### config.mk
export PLATFORM = sky130hd
export DESIGN_NAME = tft_frame_timing
export DESIGN_NICKNAME = d
export VERILOG_FILES = /design/src/hdl/tft_pkg.sv /design/src/hdl/tft_gap_if.sv /design/src/hdl/tft_gap_clock.sv /design/src/hdl/tft_frame_timing.sv
export VERILOG_INCLUDE_DIRS = /design/src /design/src/hdl
export SDC_FILE = /design/constraint.sdc
export NUM_CORES = 1
export LEC_CHECK = 0
export ABC_AREA = 1
export ABC_CLOCK_PERIOD_IN_PS = 5700
export BUFFER_PORTS_ARGS = -buffer_cell sky130_fd_sc_hd__buf_2
export CAP_MARGIN = 20
export CELL_PAD_IN_SITES_DETAIL_PLACEMENT = 2
export CELL_PAD_IN_SITES_GLOBAL_PLACEMENT = 2
export CORE_UTILIZATION = 32
export DETAILED_ROUTE_END_ITERATION = 12
export PLACE_DENSITY = 0.74
export SYNTH_ARGS = -nofsm -noshare
export SYNTH_HDL_FRONTEND = slang
export SYNTH_SLANG_ARGS = --single-unit
### constraint.sdc
create_clock -name mclk_in -period 5.7 [get_ports mclk_in]
set_clock_uncertainty 0.05 [all_clocks]
set_input_delay 1.14 -clock mclk_in [delete_from_list [all_inputs] [get_ports mclk_in]]
set_output_delay 1.14 -clock mclk_in [all_outputs]
set_load 0.02 [all_outputs]
### src/hdl/tft_consts.svh
// Constants of the T1 frame timing engine: offsets, fields, resets, counts.
// Assumes inclusion by bare name from the package and design files.
`ifndef TFT_CONSTS_SVH
`define TFT_CONSTS_SVH

// Frame geometry
`define TFT_CHANNELS 24
`define TFT_BITS_PER_CHAN 8
`define TFT_LAST_POS 8'd192
`define TFT_D4_FRAMES 5'd12
`define TFT_ESF_FRAMES 5'd24

// Framing patterns, bit n belongs to frame n+1 (D4) or frame 4n+4 (ESF)
`define TFT_D4_PATTERN 12'h3b1
`define TFT_ESF_PATTERN 6'h34
`define TFT_CRC6_POLY 6'h03

// Register offsets on the plain port
`define TFT_OFF_TX_ESC 4'h0
`define TFT_OFF_RX_ESC 4'h1
`define TFT_OFF_TX_SEL 4'h2
`define TFT_OFF_RX_SEL 4'h3
`define TFT_OFF_MODE 4'h4
`define TFT_OFF_STATUS 4'h5

// Field positions
`define TFT_ESC_GAP_EN_BIT 6
`define TFT_ESC_FMT56_BIT 7
`define TFT_MODE_ESF_BIT 0
`define TFT_MODE_JY_BIT 1

// Reset values
`define TFT_ESC_RESET 8'h00
`define TFT_SEL_RESET 24'h000000
`define TFT_MODE_RESET 2'h0

// Receive alignment counts
`define TFT_SYNC_MATCHES 8'd24
`define TFT_LOSS_ERRORS 2'd3

`endif

### src/hdl/tft_pkg.sv
// Types of the T1 frame timing engine.
// Assumes tft_consts.svh is on the include path.
`include "tft_consts.svh"

package tft_pkg;

    // Receive alignment states
    typedef enum logic [1:0] {
        TFT_HUNT = 2'b00,
        TFT_VERIFY = 2'b01,
        TFT_LOCKED = 2'b10
    } tft_rx_state_t;

    // Bit position inside a frame, 0 is the framing bit
    typedef logic [7:0] tft_pos_t;

    // Frame number inside a superframe, counted from 0
    typedef logic [4:0] tft_frame_t;

endpackage

### src/hdl/tft_gap_if.sv
// Interface between the frame counters and one gapped clock generator.
// Assumes both ends run on mclk_in.
`timescale 1ns/1ps
`default_nettype none

interface tft_gap_if;
    logic clk_level; // Synchronised bit clock level
    logic fbit; // Framing bit time
    logic [4:0] chan; // Channel 0..23
    logic [2:0] bitpos; // Bit 0 is the MSB
    logic enable; // Gapped clock enable
    logic fmt56; // 56kbps format
    logic [23:0] select; // Channel bitmap
    logic chclk; // Gapped clock back

    modport src (output clk_level, fbit, chan, bitpos, enable, fmt56, select, input chclk);
    modport gap (input clk_level, fbit, chan, bitpos, enable, fmt56, select, output chclk);
endinterface

`default_nettype wire

### src/hdl/tft_gap_clock.sv
// Gapped channel clock for one path.
// Assumes position fields and clock level are already on mclk_in.
`timescale 1ns/1ps
`default_nettype none

module tft_gap_clock (
    input wire logic mclk_in,
    input wire logic reset_in,
    tft_gap_if.gap g
);

    logic lvl_q; // Bit clock level one cycle late

    ////////////////////////////////////////////////////////////////////////
    // Delayed level, so the new bit's fields settle before its high phase
    always_ff @(posedge mclk_in or posedge reset_in) begin
        if (reset_in) begin
            lvl_q <= 1'b0;
        end else begin
            lvl_q <= g.clk_level;
        end
    end

    ////////////////////////////////////////////////////////////////////////
    // Clock follows the delayed level only in gated bit times, no edge glitch
    always_ff @(posedge mclk_in or posedge reset_in) begin
        if (reset_in) begin
            g.chclk <= 1'b0;
        end else begin
            g.chclk <= lvl_q && g.enable && !g.fbit && g.select[g.chan]
                && !(g.fmt56 && g.bitpos == 3'h7);
        end
    end

endmodule

`default_nettype wire

### src/hdl/tft_frame_timing.sv
// T1 frame timing engine with gapped channel clocks.
// Assumes line bit clocks far slower than mclk_in and a plain register port.
//
// Summary of operation
// - Transmit channel clock only in selected channels
// - Receive channel clock only in selected channels
// - Config bit 7 picks 56k or 64k
// - 56k format drops the LSB clock
// - Frame is 24 channels plus F-bit
// - One framing bit at frame start
// - Superframe 12 frames D4, 24 ESF
// - D4 odd frames carry 101010
// - D4 even frames carry 001110
// - Japanese yellow ignores D4 frame 12 bit
// - ESF pattern 0,0,1,0,1,1 in frames 4..24
// - ESF CRC-6 in frames 2..22
// - Receiver aligns and marks frame boundaries
`timescale 1ns/1ps
`default_nettype none
`include "tft_consts.svh"

module tft_frame_timing #(
    parameter logic [7:0] SYNC_MATCHES = `TFT_SYNC_MATCHES
) (
    input wire logic mclk_in,
    input wire logic reset_in,
    input wire logic [3:0] addr_in,
    input wire logic [31:0] wr_data_in,
    input wire logic wr_in,
    input wire logic rd_in,
    output logic [31:0] rd_data_out,
    input wire logic tx_bit_clk_in,
    input wire logic tx_data_in,
    input wire logic tx_fdl_in,
    output logic tx_data_out,
    output logic tx_frame_sync_out,
    output logic tx_superframe_sync_out,
    output logic tx_channel_clock_out,
    input wire logic rx_bit_clk_in,
    input wire logic rx_data_in,
    output logic rx_frame_sync_out,
    output logic rx_superframe_sync_out,
    output logic rx_in_sync_out,
    output logic rx_channel_clock_out
);

    ////////////////////////////////////////////////////////////////////////
    // Functions

    // Superframe length of the selected mode
    function automatic tft_pkg::tft_frame_t frames_of(input logic esf);
        frames_of = esf ? `TFT_ESF_FRAMES : `TFT_D4_FRAMES;
    endfunction

    // Next frame number with wrap
    function automatic tft_pkg::tft_frame_t next_frame(input tft_pkg::tft_frame_t f,
                                                      input logic esf);
        next_frame = (f == frames_of(esf) - 5'd1) ? 5'd0 : f + 5'd1;
    endfunction

    // Expected framing bit for frame f
    function automatic logic fbit_of(input logic esf, input tft_pkg::tft_frame_t f,
                                     input logic [5:0] crc, input logic facility_data_link);
        if (!esf) begin
            fbit_of = 1'(`TFT_D4_PATTERN >> f);
        end else if (!f[0]) begin
            fbit_of = facility_data_link;
        end else if (f[1:0] == 2'h3) begin
            fbit_of = 1'(`TFT_ESF_PATTERN >> f[4:2]);
        end else begin
            fbit_of = crc[3'd5 - f[4:2]];
        end
    endfunction

    // Framing bit checked by the receiver
    function automatic logic fbit_checked(input logic esf, input logic jy,
                                          input tft_pkg::tft_frame_t f);
        if (esf) begin
            fbit_checked = (f[1:0] == 2'h3);
        end else begin
            fbit_checked = !(jy && f == 5'd11);
        end
    endfunction

    // One CRC-6 step
    function automatic logic [5:0] crc_step(input logic [5:0] c, input logic b);
        crc_step = {c[4:0], 1'b0} ^ ((c[5] ^ b) ? `TFT_CRC6_POLY : 6'h00);
    endfunction

    ////////////////////////////////////////////////////////////////////////
    // Registers

    logic [7:0] tx_esc_q; // Transmit elastic store config
    logic [7:0] rx_esc_q; // Receive elastic store config
    logic [23:0] tx_sel_q; // Transmit gap channel select
    logic [23:0] rx_sel_q; // Receive gap channel select
    logic [1:0] mode_q; // ESF and Japanese yellow
    tft_pkg::tft_pos_t rx_pos_q; // Receive bit position
    tft_pkg::tft_frame_t rx_frm_q; // Receive frame number
    tft_pkg::tft_rx_state_t rx_state_q; // Receive alignment state

    // Register writes
    always_ff @(posedge mclk_in or posedge reset_in) begin
        if (reset_in) begin
            tx_esc_q <= `TFT_ESC_RESET;
            rx_esc_q <= `TFT_ESC_RESET;
            tx_sel_q <= `TFT_SEL_RESET;
            rx_sel_q <= `TFT_SEL_RESET;
            mode_q <= `TFT_MODE_RESET;
        end else if (wr_in) begin
            unique case (addr_in)
                `TFT_OFF_TX_ESC: tx_esc_q <= wr_data_in[7:0];
                `TFT_OFF_RX_ESC: rx_esc_q <= wr_data_in[7:0];
                `TFT_OFF_TX_SEL: tx_sel_q <= wr_data_in[23:0];
                `TFT_OFF_RX_SEL: rx_sel_q <= wr_data_in[23:0];
                `TFT_OFF_MODE: mode_q <= wr_data_in[1:0];
                default: ; // Unmapped writes ignored
            endcase
        end
    end

    // Register reads, data one cycle after the strobe
    always_ff @(posedge mclk_in or posedge reset_in) begin
        if (reset_in) begin
            rd_data_out <= 32'h00000000;
        end else if (rd_in) begin
            unique case (addr_in)
                `TFT_OFF_TX_ESC: rd_data_out <= {24'h000000, tx_esc_q};
                `TFT_OFF_RX_ESC: rd_data_out <= {24'h000000, rx_esc_q};
                `TFT_OFF_TX_SEL: rd_data_out <= {8'h00, tx_sel_q};
                `TFT_OFF_RX_SEL: rd_data_out <= {8'h00, rx_sel_q};
                `TFT_OFF_MODE: rd_data_out <= {30'h00000000, mode_q};
                `TFT_OFF_STATUS: rd_data_out <= {16'h0000, rx_pos_q,
                                                 1'b0, rx_frm_q, rx_state_q};
                default: rd_data_out <= 32'h00000000; // Unmapped read zero
            endcase
        end else begin
            rd_data_out <= 32'h00000000;
        end
    end

    ////////////////////////////////////////////////////////////////////////
    // Pin synchronisers, first stage read only by the second

    logic [4:0] meta_q; // First stage
    logic [4:0] sync_q; // Second stage
    logic tx_clk_prev_q; // Edge detector history
    logic rx_clk_prev_q; // Edge detector history

    always_ff @(posedge mclk_in or posedge reset_in) begin
        if (reset_in) begin
            meta_q <= 5'h00;
            sync_q <= 5'h00;
            tx_clk_prev_q <= 1'b0;
            rx_clk_prev_q <= 1'b0;
        end else begin
            meta_q <= {rx_data_in, rx_bit_clk_in, tx_fdl_in, tx_data_in, tx_bit_clk_in};
            sync_q <= meta_q;
            tx_clk_prev_q <= sync_q[0];
            rx_clk_prev_q <= sync_q[3];
        end
    end

    logic tx_rise; // Transmit bit clock rising edge
    logic rx_rise; // Receive bit clock rising edge
    assign tx_rise = sync_q[0] && !tx_clk_prev_q;
    assign rx_rise = sync_q[3] && !rx_clk_prev_q;

    ////////////////////////////////////////////////////////////////////////
    // Transmit frame counters and framing bit insertion

    tft_pkg::tft_pos_t tx_pos_q; // Bit position, 0 is the F-bit
    tft_pkg::tft_frame_t tx_frm_q; // Frame number
    logic [5:0] tx_crc_q; // CRC being built
    logic [5:0] tx_crc_send_q; // CRC of previous superframe
    logic tx_started_q; // First edge seen
    tft_pkg::tft_frame_t tx_frm_new; // Frame opened by the next F-bit

    // First frame after reset is frame 1, later ones advance
    assign tx_frm_new = tx_started_q ? next_frame(tx_frm_q, mode_q[`TFT_MODE_ESF_BIT]) :
                                       tx_frm_q;

    // Position and frame counting
    always_ff @(posedge mclk_in or posedge reset_in) begin
        if (reset_in) begin
            tx_pos_q <= `TFT_LAST_POS;
            tx_frm_q <= 5'd0;
            tx_started_q <= 1'b0;
        end else if (tx_rise) begin
            tx_started_q <= 1'b1;
            if (tx_pos_q == `TFT_LAST_POS) begin
                tx_pos_q <= 8'd0;
                tx_frm_q <= tx_frm_new;
            end else begin
                tx_pos_q <= tx_pos_q + 8'd1;
            end
        end
    end

    // CRC over the superframe, F-bits counted as ones
    always_ff @(posedge mclk_in or posedge reset_in) begin
        if (reset_in) begin
            tx_crc_q <= 6'h00;
            tx_crc_send_q <= 6'h00;
        end else if (tx_rise && tx_started_q) begin
            if (tx_pos_q == `TFT_LAST_POS &&
                tx_frm_q == frames_of(mode_q[`TFT_MODE_ESF_BIT]) - 5'd1) begin
                tx_crc_send_q <= crc_step(tx_crc_q, sync_q[1]);
                tx_crc_q <= 6'h00;
            end else begin
                tx_crc_q <= crc_step(tx_crc_q, tx_pos_q == 8'd0 ? 1'b1 : sync_q[1]);
            end
        end
    end

    // Line data: F-bit at position 0, payload after it
    always_ff @(posedge mclk_in or posedge reset_in) begin
        if (reset_in) begin
            tx_data_out <= 1'b0;
            tx_frame_sync_out <= 1'b0;
            tx_superframe_sync_out <= 1'b0;
        end else if (tx_rise) begin
            if (tx_pos_q == `TFT_LAST_POS) begin
                tx_data_out <= fbit_of(mode_q[`TFT_MODE_ESF_BIT], tx_frm_new,
                                       tx_crc_send_q, sync_q[2]);
                tx_frame_sync_out <= 1'b1;
                tx_superframe_sync_out <= (tx_frm_new == 5'd0);
            end else begin
                tx_data_out <= sync_q[1];
                tx_frame_sync_out <= 1'b0;
                tx_superframe_sync_out <= 1'b0;
            end
        end
    end

    ////////////////////////////////////////////////////////////////////////
    // Receive alignment

    logic [7:0] rx_match_q; // Consecutive good F-bits
    logic [1:0] rx_err_q; // Consecutive bad F-bits when locked
    logic rx_f_chk; // Current F-bit is checked
    logic rx_f_bad; // Current F-bit mismatches
    logic rx_hold; // Slip one bit this edge
    tft_pkg::tft_frame_t rx_frm_next; // Frame after this one

    assign rx_f_chk = fbit_checked(mode_q[`TFT_MODE_ESF_BIT], mode_q[`TFT_MODE_JY_BIT],
                                   rx_frm_q);
    assign rx_f_bad = rx_f_chk && (sync_q[4] != fbit_of(mode_q[`TFT_MODE_ESF_BIT],
                                   rx_frm_q, 6'h00, 1'b0));
    assign rx_hold = (rx_pos_q == 8'd0) && rx_f_bad && rx_state_q != tft_pkg::TFT_LOCKED;
    assign rx_frm_next = next_frame(rx_frm_q, mode_q[`TFT_MODE_ESF_BIT]);

    // Counters, slipping one bit on every bad F-bit while hunting or verifying
    always_ff @(posedge mclk_in or posedge reset_in) begin
        if (reset_in) begin
            rx_pos_q <= 8'd0;
            rx_frm_q <= 5'd0;
        end else if (rx_rise) begin
            if (rx_hold) begin
                rx_pos_q <= 8'd0;
                rx_frm_q <= rx_frm_next; // Walks frame phase too
            end else if (rx_pos_q == `TFT_LAST_POS) begin
                rx_pos_q <= 8'd0;
                rx_frm_q <= rx_frm_next;
            end else begin
                rx_pos_q <= rx_pos_q + 8'd1;
            end
        end
    end

    // Alignment state
    always_ff @(posedge mclk_in or posedge reset_in) begin
        if (reset_in) begin
            rx_state_q <= tft_pkg::TFT_HUNT;
            rx_match_q <= 8'd0;
            rx_err_q <= 2'd0;
        end else if (rx_rise && rx_pos_q == 8'd0 && rx_f_chk) begin
            unique case (rx_state_q)
                tft_pkg::TFT_HUNT, tft_pkg::TFT_VERIFY: begin
                    if (rx_f_bad) begin
                        rx_state_q <= tft_pkg::TFT_HUNT;
                        rx_match_q <= 8'd0;
                    end else if (rx_match_q == SYNC_MATCHES - 8'd1) begin
                        rx_state_q <= tft_pkg::TFT_LOCKED;
                        rx_err_q <= 2'd0;
                    end else begin
                        rx_state_q <= tft_pkg::TFT_VERIFY;
                        rx_match_q <= rx_match_q + 8'd1;
                    end
                end
                tft_pkg::TFT_LOCKED: begin
                    if (!rx_f_bad) begin
                        rx_err_q <= 2'd0;
                    end else if (rx_err_q == `TFT_LOSS_ERRORS - 2'd1) begin
                        rx_state_q <= tft_pkg::TFT_HUNT; // Lost alignment
                        rx_match_q <= 8'd0;
                    end else begin
                        rx_err_q <= rx_err_q + 2'd1;
                    end
                end
                default: rx_state_q <= tft_pkg::TFT_HUNT; // Illegal code
            endcase
        end
    end

    // Boundary marks, only while aligned
    always_ff @(posedge mclk_in or posedge reset_in) begin
        if (reset_in) begin
            rx_frame_sync_out <= 1'b0;
            rx_superframe_sync_out <= 1'b0;
            rx_in_sync_out <= 1'b0;
        end else begin
            rx_in_sync_out <= (rx_state_q == tft_pkg::TFT_LOCKED);
            rx_frame_sync_out <= (rx_state_q == tft_pkg::TFT_LOCKED) &&
                                 rx_pos_q == 8'd0;
            rx_superframe_sync_out <= (rx_state_q == tft_pkg::TFT_LOCKED) &&
                                      rx_pos_q == 8'd0 && rx_frm_q == 5'd0;
        end
    end

    ////////////////////////////////////////////////////////////////////////
    // Gapped clocks

    tft_gap_if tx_gap ();
    tft_gap_if rx_gap ();

    // Transmit path fields
    assign tx_gap.clk_level = sync_q[0];
    assign tx_gap.fbit = (tx_pos_q == 8'd0);
    assign tx_gap.chan = tx_gap.fbit ? 5'd0 : 5'((tx_pos_q - 8'd1) >> 3);
    assign tx_gap.bitpos = tx_gap.fbit ? 3'd0 : 3'(tx_pos_q - 8'd1);
    assign tx_gap.enable = tx_esc_q[`TFT_ESC_GAP_EN_BIT] && tx_started_q;
    assign tx_gap.fmt56 = tx_esc_q[`TFT_ESC_FMT56_BIT];
    assign tx_gap.select = tx_sel_q;
    assign tx_channel_clock_out = tx_gap.chclk;

    // Receive path fields, silent until aligned
    assign rx_gap.clk_level = sync_q[3];
    assign rx_gap.fbit = (rx_pos_q == 8'd0);
    assign rx_gap.chan = rx_gap.fbit ? 5'd0 : 5'((rx_pos_q - 8'd1) >> 3);
    assign rx_gap.bitpos = rx_gap.fbit ? 3'd0 : 3'(rx_pos_q - 8'd1);
    assign rx_gap.enable = rx_esc_q[`TFT_ESC_GAP_EN_BIT] &&
                           rx_state_q == tft_pkg::TFT_LOCKED;
    assign rx_gap.fmt56 = rx_esc_q[`TFT_ESC_FMT56_BIT];
    assign rx_gap.select = rx_sel_q;
    assign rx_channel_clock_out = rx_gap.chclk;

    // One generator per path
    tft_gap_clock u_tx_gap (
        .mclk_in(mclk_in),
        .reset_in(reset_in),
        .g(tx_gap.gap)
    );

    tft_gap_clock u_rx_gap (
        .mclk_in(mclk_in),
        .reset_in(reset_in),
        .g(rx_gap.gap)
    );

endmodule

`default_nettype wire

==> flow_metrics.env, run 1 <==
export IMPL_outcome="finished clean"
export IMPL_critPathRequiredTime_ns=6.00
export IMPL_max_slew_margin_pct=39.9
export IMPL_vdd_drop_max_uv=165
export IMPL_drt_wirelength_per_cell_um=17.9
export IMPL_crit_path_end_kind="flop"
export IMPL_cts_resized=0
export IMPL_cap_violations=0
export IMPL_drc=0
export IMPL_critPathMaxFanout=14
export IMPL_synth_seq_area_share_pct=49.2
export IMPL_cts_buffers=17
export IMPL_port_buffers=68
export IMPL_total_power_mw=3.95
export IMPL_maxSlewViolCount=0
export IMPL_arrival_ns=3.28
export IMPL_clock_sinks=161
export IMPL_final_instance_count_excl_fill=1413
export IMPL_grtUsageTotal_pct=20.4
export IMPL_cts_setup_buffers=0
export IMPL_ys_flop_type="dfrtp_1"
export IMPL_ys_types=46
export IMPL_cts_root_buf="clkbuf_16"
export IMPL_die_x_um=162
export IMPL_overflow=0
export IMPL_drtIter0Drc=231
export IMPL_grt_first_pass_wirelength_um=41700
export IMPL_finalSetupViolCount=0
export IMPL_vias=7011
export IMPL_viasPerCell=4.96
export IMPL_clk_latency_ns=0.44
export IMPL_area_growth_pct=14.9
export IMPL_cts_tree="yes"
export IMPL_ys_warn_count=0
export IMPL_final_common_cell="nand2_1"
export IMPL_powerDensity_mw_per_mm2=419
export IMPL_hold_path_class="reg -> reg"
export IMPL_die_y_um=162
export IMPL_core_area_mm2=0.0252
export IMPL_crit_path_start_kind="flop"
export IMPL_num_io_pins=85
export IMPL_drive_above_1_share_pct=14.9
export IMPL_row_count=58
export IMPL_synthArstFlopShare_pct=100
export IMPL_seqPwrFrac_pct=37.7
export IMPL_drt_first_pass_iters=4
export IMPL_hold_buffers=0
export IMPL_clockBufferDepth=2
export IMPL_drt_wl_total_um=25300
export IMPL_final_cell_mix="nand2_1, dfrtp_1, inv_1"
export IMPL_p_leak_nw=4.63
export IMPL_initial_core_util_pct=32.6
export IMPL_synth_seq_cells=161
export IMPL_switching_share_pct=39.0
export IMPL_syn_area_per_cell_um2=8.13
export IMPL_grt_pass1_vias=7759
export IMPL_finalCritPeriodShare_pct=52.4
export IMPL_h_tree_depth=4
export IMPL_rsz0062_at_grt="no"
export IMPL_place_gp_congestion=0.796
export IMPL_die_area_mm2=0.0263
export IMPL_synth_edff_count=0
export IMPL_ant_nets=0
export IMPL_switchingPower_mw=1.54
export IMPL_hold_viol=0
export IMPL_period_needed_ns=2.99
export IMPL_p_comb_share_pct=31.8
export IMPL_final_nets=1124
export IMPL_placed_cells=1381
export IMPL_insertedDiodeCount=0
export IMPL_max_freq_ghz=0.335
export IMPL_antenna_found_initial=0
export IMPL_worst_slew_pin_slew_ns=0.902
export IMPL_grt_max_degree=96
export IMPL_crit_type="reg -> reg"
export IMPL_finalWorstSetupSlack_ns=2.71
export IMPL_syn_inst=1008
export IMPL_finalSetupTns_ns=0
export IMPL_clockPowerShare_pct=30.4
export IMPL_post_place_ws_ns=2.78
export IMPL_syn_area_mm2=0.00820
export IMPL_utilization_pct=37.4
export IMPL_power_internal_mw=2.41
export IMPL_clk_pin_slew_ns=0.07
export IMPL_dp_hpwl_um=18000
flip-flops by register name, indices dropped and copies added, names as in the netlist, 2 cells and up:
signal	flops
tx_crc_send_q	6
tx_pos_q	8
tx_gap.select	24
rx_match_q	8
rx_pos_q	8
rx_gap.select	24
rx_frm_q	5
meta_q	5
tx_frm_q	5
tx_crc_q	6
rx_state_q	2
tx_esc_q	8
mode_q	2
rd_data_out	24
rx_err_q	2
rx_esc_q	8
sync_q	5
metal layers:
layer  vias up  GRT usage, %  part of all wire, %
met4         0          5.10                  1.1
met5         -             0                    0
met3        18          3.09                  2.2
met1      3536          27.4                   48
met2        80          34.4                   48
li1       3377             -                    -
critical path, cell delays in order (launching register included):
cell and delay [ns]:
dfrtp_1 0.41, inv_1 0.16, ha_1 0.22, nand2_1 0.11, nor2_4 0.13, nand4_2 0.43
nand2_1 0.65, nand2_1 0.11, nand3_1 0.09, nand3_1 0.09, nand2_1 0.13, nand2_1 0.07
nand2_1 0.06, nand2_1 0.04, nor2_1 0.15
power groups by stage:
stage,Sequential (mW),Clock (mW),Combinational [mW]
floorplan,1.47,0,0.929
global placement,1.51,0,1.21
detailed placement,1.51,0,1.25
CTS,1.49,1.23,1.28
global route,1.52,1.27,1.42
finish,1.49,1.20,1.26
logic make-up after synthesis:
kind of cell | count (synthesis) | synth area share (%)
AOI/OAI and AO/OA | 174 | 12.3
xor gates and xnor gates | 24 | 2.79
adders and majority gates | 9 | 1.37
buffers and inverters | 164 | 8.26
DFF | 161 | 49.2
other | 1 | 0.0457
and+or+nand+nor | 475 | 26.1
worst paths after layout:
kind | slack [ns] | end | startpoint | cells after the start
worst max-delay path | 2.71 | u_rx_gap.g.chclk | rx_pos_q[1] | 14
worst min-delay path | 0.30 | sync_q[0] | meta_q[0] | 0
worst max register to register | 2.71 | u_rx_gap.g.chclk | rx_pos_q[1] | 14
worst min register to register | 0.30 | sync_q[0] | meta_q[0] | 0
max in group asynchronous | 3.66 | tx_esc_q[6] | reset_in | 3
min in group asynchronous | 0.81 | tx_gap.select[18] | reset_in | 2
Yosys cell counts, types with 3 or more instances:
master	count	area [um2]
inv_2	13	48.8
nor3_2	5	50.1
nand2_2	7	43.8
buf_2	4	20.0
a31oi_1	5	31.3
buf_4	11	82.6
nand3b_1	3	22.5
a221oi_1	7	61.3
o21ai_2	7	61.3
dfrtp_1	159	3980
a21oi_1	32	160
nand3_1	68	340
ha_1	9	113
o22ai_1	8	50.1
nand2_1	285	1070
nor3_1	15	75.1
nand3_2	6	60.1
xor2_1	21	184
nor2_1	57	214
o21ai_1	12	60.1
nor2_4	4	45.0
inv_1	111	417
clkbuf_1	20	75.1
nor4_1	3	18.8
o221ai_1	3	26.3
nand4_1	10	62.6
nor2_2	3	18.8
o21ai_0	84	420
o211ai_1	12	90.1
through the flow:
stage	hold slack (ns)	instance area (um2)
finish	0.304	9420
global placement	0.286	8830
detailed placement	0.287	8830
global route	0.316	9420
floorplan	0.281	8230
CTS	0.303	9420
cell type report:
cell class                      count  area (um2)
Multi-Input combinational cell    690        3520
Clock buffer                       20         437
Fill cell                        2919       15800
Inverter                          125         474
Clock inverter                     12         158
Sequential cell                   161        4030
Timing Repair Buffer               75         393
Tap cell                          330         413
Power figures use the tool's default switching activity.
==> run 2, diff against run 1 <==
- ABC_CLOCK_PERIOD_IN_PS: 5700 -> 2770
- CORE_UTILIZATION: 32 -> 35
- PLACE_DENSITY: 0.74 -> 0.77
- clock period: 5.7 -> 2.77 ns (I/O delays scaled with it)
==> run 2 against run 1 <==
Cell area grew 1.3%. Critical path type unchanged. Die area down 8.5%. Register-to-register slack got worse by 2.4 ns. Count of clock-buffer cells in the layout shrank 1. Clock power up 100%. Fmax grew 20%. Worst hold slack got worse by 0.20 ns. Worst setup slack worse by 2.4 ns.
==> flow_metrics.env, run 2 (synthesized netlist as in run 1, its figures left out) <==
export IMPL_outcome="finished clean"
export IMPL_die_x_um=155
export IMPL_finalSetupTns_ns=0
export IMPL_cap_violations=0
export IMPL_clockBufferDepth=2
export IMPL_vias=7148
export IMPL_drt_wl_total_um=25800
export IMPL_final_nets=1136
export IMPL_drt_wirelength_per_cell_um=18.3
export IMPL_worst_slew_pin_slew_ns=0.732
export IMPL_r2r_start="tx_pos_q[0]"
export IMPL_cts_root_buf="clkbuf_16"
export IMPL_final_cell_mix="nand2_1, dfrtp_1, inv_1"
export IMPL_hold_path_class="in -> async"
export IMPL_clk_latency_ns=0.43
export IMPL_cts_resized=0
export IMPL_crit_path_end_kind="flop"
export IMPL_final_common_cell="nand2_1"
export IMPL_die_y_um=155
export IMPL_dp_hpwl_um=18400
export IMPL_r2r_setup_slack_ns=0.29
export IMPL_grtUsageTotal_pct=22.6
export IMPL_p_leak_nw=4.70
export IMPL_critPathRequiredTime_ns=3.02
export IMPL_max_slew_margin_pct=51.2
export IMPL_antenna_found_initial=0
export IMPL_maxSlewViolCount=0
export IMPL_ant_nets=0
export IMPL_powerDensity_mw_per_mm2=865
export IMPL_port_buffers=68
export IMPL_worstPathCellList="inv_2 > ha_1 > nand3_1 > nor2_2 > nand3_1 > nor2_1 > nand2_1 > inv_2 > nand2_1 > nor2_1 > a21oi_1"
export IMPL_hold_buffers=0
export IMPL_cts_tree="yes"
export IMPL_core_area_mm2=0.0228
export IMPL_r2r_end="tx_crc_send_q[1]"
export IMPL_clk_pin_slew_ns=0.07
export IMPL_drc=0
export IMPL_vdd_drop_max_uv=414
export IMPL_row_count=55
export IMPL_hold_viol=0
export IMPL_arrival_ns=2.74
export IMPL_num_io_pins=85
export IMPL_max_stage_delay_ns=0.40
export IMPL_finalSetupViolCount=0
export IMPL_grt_first_pass_wirelength_um=42400
export IMPL_h_tree_depth=4
export IMPL_critPathSlowestCell="dfrtp_1"
export IMPL_finalCritPeriodShare_pct=89.7
export IMPL_overflow=0
export IMPL_place_gp_congestion=0.797
export IMPL_insertedDiodeCount=0
export IMPL_cts_setup_buffers=0
export IMPL_crit_path_start_kind="flop"
export IMPL_critPathMaxFanout=12
export IMPL_period_needed_ns=2.48
export IMPL_drive_above_1_share_pct=16.1
export IMPL_rsz0062_at_grt="no"
export IMPL_grt_pass1_vias=7844
export IMPL_drtIter0Drc=225
export IMPL_crit_type="reg -> reg"
export IMPL_initial_core_util_pct=36.0
export IMPL_cts_buffers=17
export IMPL_die_area_mm2=0.0240
export IMPL_viasPerCell=5.08
export IMPL_clock_sinks=161
export IMPL_crit_path_end="tx_crc_send_q[1]"
export IMPL_reg2regPathDepth=11
export IMPL_area_growth_pct=16.4
export IMPL_total_power_mw=8.26
export IMPL_drt_first_pass_iters=4
export IMPL_grt_max_degree=72
export IMPL_crit_start="tx_pos_q[0]"
export IMPL_max_freq_ghz=0.402
## run 2: worst min path at each step
stage	depth (start not counted)	end	slack, ns	startpoint
after floorplan	0	sync_q[0]	0.28	meta_q[0]
after global placement	0	sync_q[2]	0.28	meta_q[2]
after detailed placement	0	sync_q[0]	0.29	meta_q[0]
after CTS	2	rx_gap.select[20]	0.11	reset_in
after global routing	2	rx_gap.select[20]	0.13	reset_in
final	2	rx_gap.select[20]	0.11	reset_in
## run 2: routing by layer
layer	GRT usage, %	up-vias	wire length [um]	share of wire (%)
met2	39.1	97	12900	50
met3	3.20	18	692	2.7
met5	0	-	0	0
li1	-	3400	-	-
met4	5.37	0	261	1.0
met1	29.7	3633	11900	46
## run 2: cell type report
type / count / area, um2
clock buffers: 19 / 453
clock inverters: 13 / 148
fillers: 2605 / 13200
inverters: 125 / 473
multi-input cells: 690 / 3520
flip-flops and latches: 161 / 4030
well taps: 313 / 392
repair buffers: 87 / 533
## run 2: report_power, final
group / internal, mW / switching [mW] / total (mW)
Sequential: 2.73 / 0.353 / 3.08
Clock: 1.39 / 1.06 / 2.45
Combinational: 0.881 / 1.84 / 2.72
## run 2: per-stage QoR
step	area (um2)	util (%)	setup WS [ns]	cells	hold slack, ns
finish	9550	41.9	0.285	1408	0.107
global route	9550	41.9	0.0635	1408	0.133
CTS	9550	41.9	0.271	1408	0.106
detailed placement	8950	39.3	0.337	1376	0.289
global placement	8950	39.3	0.470	1376	0.282
floorplan	8230	-	0.125	1015	0.281
## run 2: worst max-delay path: cells and delay by family (launching register included)
kind / cells / cell delay, ns
fa+ha+maj: 1 / 0.23
simple gates: 7 / 1.38
compound gates: 1 / 0.05
buf+inv: 2 / 0.26
flops: 1 / 0.40
